$ cat config.mk
export PLATFORM = sky130hd
export DESIGN_NAME = ethernet_irq_enable_status
export DESIGN_NICKNAME = d
export VERILOG_FILES = /design/src/irq_pkg.sv /design/src/sticky_flags.sv /design/src/ethernet_irq_enable_status.sv
export SDC_FILE = /design/constraint.sdc
export NUM_CORES = 1
export LEC_CHECK = 0
export ABC_AREA = 1
export BUFFER_PORTS_ARGS = -buffer_cell sky130_fd_sc_hd__buf_4
export CAP_MARGIN = 10
export CORE_ASPECT_RATIO = 2
export CORE_MARGIN = 2
export CORE_UTILIZATION = 46
export DETAILED_ROUTE_END_ITERATION = 8
export PLACE_DENSITY = 0.76
export SYNTH_ARGS = -nofsm -noshare
export SYNTH_HDL_FRONTEND = slang
export SYNTH_SLANG_ARGS = --single-unit
$ cat constraint.sdc
create_clock -name clk -period 2.55 [get_ports clk]
set_clock_uncertainty 0.1 [all_clocks]
set_input_delay 0.3825 -clock clk [delete_from_list [all_inputs] [get_ports clk]]
set_output_delay 0.3825 -clock clk [all_outputs]
set_load 0.1 [all_outputs]
$ cat src/irq_pkg.sv
// Purpose: Shared constants and carrier types for the interrupt enable and status block.
// Assumes: An 8-bit parallel host register port with a one-cycle read and write strobe.
// Notes:   Offsets are the byte addresses of the host register map.
package irq_pkg;
	localparam logic [7:0] primary_enable_offset   = 8'h64;
	localparam logic [7:0] secondary_enable_offset = 8'h7d;
	localparam logic [7:0] secondary_peek_offset   = 8'h7e;
	localparam logic [7:0] secondary_cor_offset    = 8'h7f;
	localparam logic [7:0] primary_enable_reset    = 8'h00;
	localparam logic [7:0] secondary_enable_reset  = 8'h00;
	localparam logic [7:0] secondary_flags_reset   = 8'h00;
	localparam logic [7:0] secondary_valid_mask    = 8'h3d;
	localparam int         wake_bit                = 5;
	localparam int         link_bit                = 4;
	localparam int         jabber_bit              = 3;
	localparam int         neg_fail_bit            = 2;
	localparam int         neg_done_bit            = 0;
	localparam int         tx_done_bit             = 2;
	localparam int         rx_full_bit             = 1;
	localparam int         osc_ready_bit           = 4;

	typedef struct packed {
		logic       rd;
		logic       wr;
		logic [7:0] addr;
		logic [7:0] wdata;
	} host_req_t;

	typedef struct packed {
		logic network_wake;
		logic link_change;
		logic jabber;
		logic neg_failed;
		logic neg_done;
	} link_events_t;
endpackage

$ cat src/sticky_flags.sv
// Purpose: Bank of sticky event flags with a clear strobe.
// Assumes: Events are one-cycle or level requests synchronous to clk.
// Notes:   A set in the same cycle as a clear wins.
`timescale 1ns/10ps
module sticky_flags
	import irq_pkg::*;
#(
	parameter int         WIDTH = 8,
	parameter logic [7:0] INIT  = 8'h00
)
(
	input  wire logic             clk,
	input  wire logic             resetn,
	input  wire logic [WIDTH-1:0] set_in,
	input  wire logic             clear,
	output logic      [WIDTH-1:0] flags
);
	logic [WIDTH-1:0] flags_reg;
	logic [WIDTH-1:0] flags_next;

	always_comb
	begin
		flags_next = (clear ? '0 : flags_reg) | set_in;
	end

	always_ff @(posedge clk or negedge resetn)
	begin
		if (!resetn)
			flags_reg <= INIT[WIDTH-1:0];
		else
			flags_reg <= flags_next;
	end

	assign flags = flags_reg;
endmodule

$ cat src/ethernet_irq_enable_status.sv
// Purpose: Interrupt enable and secondary status logic of the Ethernet controller.
// Assumes: Host strobes last one cycle; primary flags arrive from outside as levels.
// Notes:   Read data is registered and valid the cycle after the read strobe.
// Overview of operation
// - Clear-on-read view returns flags, then clears all but those set in the same cycle.
// - Peek view returns flags, leaves them untouched.
// - Network connect sets wake flag bit 5.
// - Any link status change sets bit 4.
// - Jabber detection sets bit 3.
// - Negotiation failure sets bit 2.
// - Negotiation completion sets bit 0.
// - Peek bit 1 always reads zero.
// - Bits 7 and 6 read zero, ignore writes.
// - Primary enable bit 2 gates transmit done.
// - Primary enable bit 1 gates receive full.
// - Primary enable bit 4 gates oscillator ready.
// - Secondary enable bit 0 gates negotiation done.
// - Receive empty flag sticks until cleared.
// - Self init flag sticks until cleared.
`timescale 1ns/10ps
module ethernet_irq_enable_status
	import irq_pkg::*;
(
	input  wire logic         clk,
	input  wire logic         resetn,
	input  wire host_req_t    host_req,
	output logic       [7:0]  host_rdata,
	input  wire link_events_t link_events,
	input  wire logic  [7:0]  primary_flags,
	input  wire logic         rx_fifo_empty_event,
	input  wire logic         self_init_done_event,
	input  wire logic         primary_flags_clear,
	output logic              rx_fifo_empty_flag,
	output logic              self_init_done_flag,
	output logic       [7:0]  primary_irq_enable,
	output logic              irq_request
);
	logic [7:0] primary_enable_reg;
	logic [7:0] primary_enable_next;
	logic [7:0] secondary_enable_reg;
	logic [7:0] secondary_enable_next;
	logic [7:0] rdata_reg;
	logic [7:0] rdata_next;
	logic [7:0] sec_set;
	logic [7:0] sec_flags;
	logic [1:0] prim_sticky;
	logic       cor_read;
	logic [7:0] prim_view;
	logic       irq_next;
	logic       irq_reg;

	function automatic logic hit(input host_req_t r, input logic [7:0] off);
		return r.addr == off;
	endfunction

	assign cor_read = host_req.rd && hit(host_req, secondary_cor_offset);

	always_comb
	begin
		sec_set = 8'h00;
		sec_set[wake_bit]     = link_events.network_wake;
		sec_set[link_bit]     = link_events.link_change;
		sec_set[jabber_bit]   = link_events.jabber;
		sec_set[neg_fail_bit] = link_events.neg_failed;
		sec_set[neg_done_bit] = link_events.neg_done;
	end

	sticky_flags #(
		.WIDTH (8),
		.INIT  (secondary_flags_reset)
	) u_secondary (
		.clk    (clk),
		.resetn (resetn),
		.set_in (sec_set),
		.clear  (cor_read),
		.flags  (sec_flags)
	);

	sticky_flags #(
		.WIDTH (2),
		.INIT  (8'h00)
	) u_primary_sticky (
		.clk    (clk),
		.resetn (resetn),
		.set_in ({self_init_done_event, rx_fifo_empty_event}),
		.clear  (primary_flags_clear),
		.flags  (prim_sticky)
	);

	assign rx_fifo_empty_flag  = prim_sticky[0];
	assign self_init_done_flag = prim_sticky[1];

	always_comb
	begin
		prim_view    = primary_flags;
		prim_view[6] = prim_sticky[0];
		prim_view[5] = prim_sticky[1];
	end

	always_comb
	begin
		primary_enable_next   = primary_enable_reg;
		secondary_enable_next = secondary_enable_reg;
		rdata_next            = rdata_reg;
		if (host_req.wr && hit(host_req, primary_enable_offset))
			primary_enable_next = host_req.wdata;
		if (host_req.wr && hit(host_req, secondary_enable_offset))
			secondary_enable_next = host_req.wdata & secondary_valid_mask;
		if (host_req.rd)
		begin
			if (hit(host_req, primary_enable_offset))
				rdata_next = primary_enable_reg;
			else if (hit(host_req, secondary_enable_offset))
				rdata_next = secondary_enable_reg;
			else if (hit(host_req, secondary_peek_offset) || cor_read)
				rdata_next = sec_flags & secondary_valid_mask;
			else
				rdata_next = 8'h00;
		end
		irq_next = |(prim_view & primary_enable_reg)
			| |(sec_flags & secondary_enable_reg & secondary_valid_mask);
	end

	always_ff @(posedge clk or negedge resetn)
	begin
		if (!resetn)
		begin
			primary_enable_reg   <= primary_enable_reset;
			secondary_enable_reg <= secondary_enable_reset;
			rdata_reg            <= 8'h00;
			irq_reg              <= 1'b0;
		end
		else
		begin
			primary_enable_reg   <= primary_enable_next;
			secondary_enable_reg <= secondary_enable_next;
			rdata_reg            <= rdata_next;
			irq_reg              <= irq_next;
		end
	end

	assign host_rdata         = rdata_reg;
	assign primary_irq_enable = primary_enable_reg;
	assign irq_request        = irq_reg;
endmodule

==> flow_metrics.env <==
export IMPL_cts_sinks=29
export IMPL_synthSimpleGateAreaFrac_pct=30.2
export IMPL_fin_crit_sh_pct=58.9
export IMPL_num_rows=29
export IMPL_synth_compound_area_share_pct=11.8
export IMPL_endpoint_kind="primary output"
export IMPL_holdWs_ns=0.184
export IMPL_fmax_mhz=666
export IMPL_ys_warn_count=0
export IMPL_layout_common_cells="nand2_1 (56), buf_4 (52), inv_1 (31), dfrtp_1 (29), nand3_1 (22)"
export IMPL_cts_buffers=5
export IMPL_clk_latency_ns=0.29
export IMPL_synth_nets=218
export IMPL_critPathLaunch="primary_irq_enable[6]$_DFFE_PN0P_"
export IMPL_worstPathCellList="buf_4"
export IMPL_multi_input_area_sq_um=627
export IMPL_cap_violations=0
export IMPL_hold_path_startpoint="primary_flags_clear"
export IMPL_io_pins=55
export IMPL_synth_xor_area_share_pct=0
export IMPL_drc_errors=0
export IMPL_ant_nets=0
export IMPL_fillers=304
export IMPL_status="finished, final reports clean"
export IMPL_synth_area_per_cell_sq_um=8.19
export IMPL_ys_seq_elements=29
export IMPL_drt_wl_total_mm=3.19
export IMPL_synth_top_family_by_area="simple AND/OR/NAND/NOR gates"
export IMPL_seq_area_sq_um=726
export IMPL_grt_first_pass_wirelength_mm=5.51
export IMPL_antenna_found_initial=0
export IMPL_core_sq_um=3120
export IMPL_fin_tns_setup_ns=0
export IMPL_cpMaxStageDelayCell="dfrtp_1"
export IMPL_crit_type="reg2out"
export IMPL_cts_hold_buf=1
export IMPL_required_ns=2.07
export IMPL_dp_hpwl_mm=2.46
export IMPL_die_w_um=44.2
export IMPL_final_min_clock_period_ns=1.50
export IMPL_powerDensity_nw_per_um2=571
export IMPL_syn_inst=182
export IMPL_synth_top_area_share_pct=48.7
export IMPL_cp_slowest_stage_delay_ns=0.42
export IMPL_r2r_start="primary_irq_enable[6]$_DFFE_PN0P_"
export IMPL_vias=1334
export IMPL_worst_setup_path_start_kind="flop"
export IMPL_p_leak_nw=1.11
export IMPL_areaGrowthSynthToFinish_pct=34.8
export IMPL_hp_class="in2reg"
export IMPL_drt_vias_per_instance=4.92
export IMPL_final_hold_violation_count=0
export IMPL_max_slew_margin_rel_pct=71.6
export IMPL_cts_root_buf="clkbuf_8"
export IMPL_yosysTopAreaCell="dfrtp_1"
export IMPL_layout_commonest_cell="nand2_1"
export IMPL_worstPathMaxFanout=4
export IMPL_syn_cell_area_sq_um=1490
export IMPL_synth_area_leaders="dfrtp_1 (49%), nand2_1 (14%), inv_1 (7.8%), nand3_1 (7.4%), o21ai_2 (4.7%)"
export IMPL_cts_setup_buffers=0
export IMPL_vdd_drop_max_v=0.000542
export IMPL_grt_max_degree=30
export IMPL_cts_max_level=2
export IMPL_wire_per_inst_um=11.8
export IMPL_clk_pin_slew_worst_paths_ns=0.06
export IMPL_slew_violations=0
export IMPL_grt_pass1_vias=1213
export IMPL_grt_use_total_pct=20.6
export IMPL_arrival_ns=1.02
export IMPL_fin_nets=275
export IMPL_place_gp_congestion=0.772
export IMPL_die_height_um=84.5
export IMPL_tightest_slew_ns=0.425
export IMPL_overflow=0
export IMPL_dr_pass1_iters=4
export IMPL_finalSetupViolations=0
export IMPL_synthMuxAreaShare_pct=0
export IMPL_ctsResizeCount=0
export IMPL_dieArea_sq_um=3740
export IMPL_rsz0062_at_grt="no"
export IMPL_synth_cell_types=20
export IMPL_critPathBufInv=1
export IMPL_start_util_pct=47.8
export IMPL_portBuffers=52
export IMPL_seq_area_frac_synth_pct=48.7
export IMPL_clockBufferDepth=2
export IMPL_drive_gt1_share_pct=32.9
export IMPL_tritoncts="yes"
export IMPL_antenna_cells=0
export IMPL_path_delay_family="flip-flops"
export IMPL_drtIter0Drc=21
export IMPL_synthAdderAreaFrac_pct=0
[through the flow]
step | worst slack (ns) | cells | power (W) | utilization [%] | cell area (sq um)
6_report | 1.05 | 271 | 0.00115 | 64.4 | 2010
5_1_grt | 1.00 | 271 | 0.00120 | 64.4 | 2010
4_1_cts | 1.03 | 271 | 0.00116 | 64.4 | 2010
3_5_place_dp | 0.843 | 262 | 0.000741 | 60.8 | 1900
3_3_place_gp | 0.851 | 262 | 0.000738 | 60.8 | 1900
2_1_floorplan | 1.09 | 182 | 0.000653 | - | 1490
[layout make-up]
cell class / count / share of cell area (%)
clock buffer: 7 / 4.79
clock inverter: 1 / 0.249
inverter: 31 / 5.79
multi-input combinational: 119 / 31.2
sequential: 29 / 36.1
tap: 31 / 1.93
timing repair buffer: 53 / 19.9
[cells in the mapped netlist]
cell type,n
nor2_1,2
nor3_1,1
dfrtp_1,29
nand2_1,56
nor3b_2,1
a21oi_1,1
a22o_1,1
nand3_4,1
buf_6,1
nand2_2,4
buf_2,2
nor2_4,3
o21bai_1,7
o21ai_2,8
nor2_2,1
inv_1,31
nand3_1,22
o21ai_0,8
nand4_1,2
nand3_2,1
[kinds of logic after synthesis]
logic type             after synthesis
buffers and inverters               34
DFF                                 29
AOI/OAI and AO/OA                   25
and+or+nand+nor                     94
[path summary, 6_finish.rpt]
check,to,depth (start not counted),slack [ns]
worst max-delay path,primary_irq_enable[6],1,1.05
worst min register to register,host_rdata[2]$_DFFE_PN0P_,2,0.38
max in group asynchronous,u_secondary.flags[5]$_DFF_PN0_,2,1.63
worst min-delay path,u_primary_sticky.flags[0]$_DFF_PN0_,2,0.18
min in group asynchronous,host_rdata[3]$_DFFE_PN0P_,2,0.45
worst max register to register,irq_request$_DFF_PN0_,4,1.46
[power breakdown]
group          internal, W  total [W]  leakage (nW)  switching, W
clock             0.000243   0.000417        0.0542      0.000173
sequential        0.000478   0.000494         0.369     0.0000154
combinational    0.0000733   0.000238         0.689      0.000165
[metal layers]
layer  vias to the layer above  global-route usage [%]  part of all wire (%)
met5                         -                       0                     0
met4                         0                    13.5                   4.0
met1                       597                    23.1                    37
met2                        41                    33.2                    54
li1                        687                       -                     -
met3                         9                    4.95                   5.0
Power figures use the tool's default switching activity.
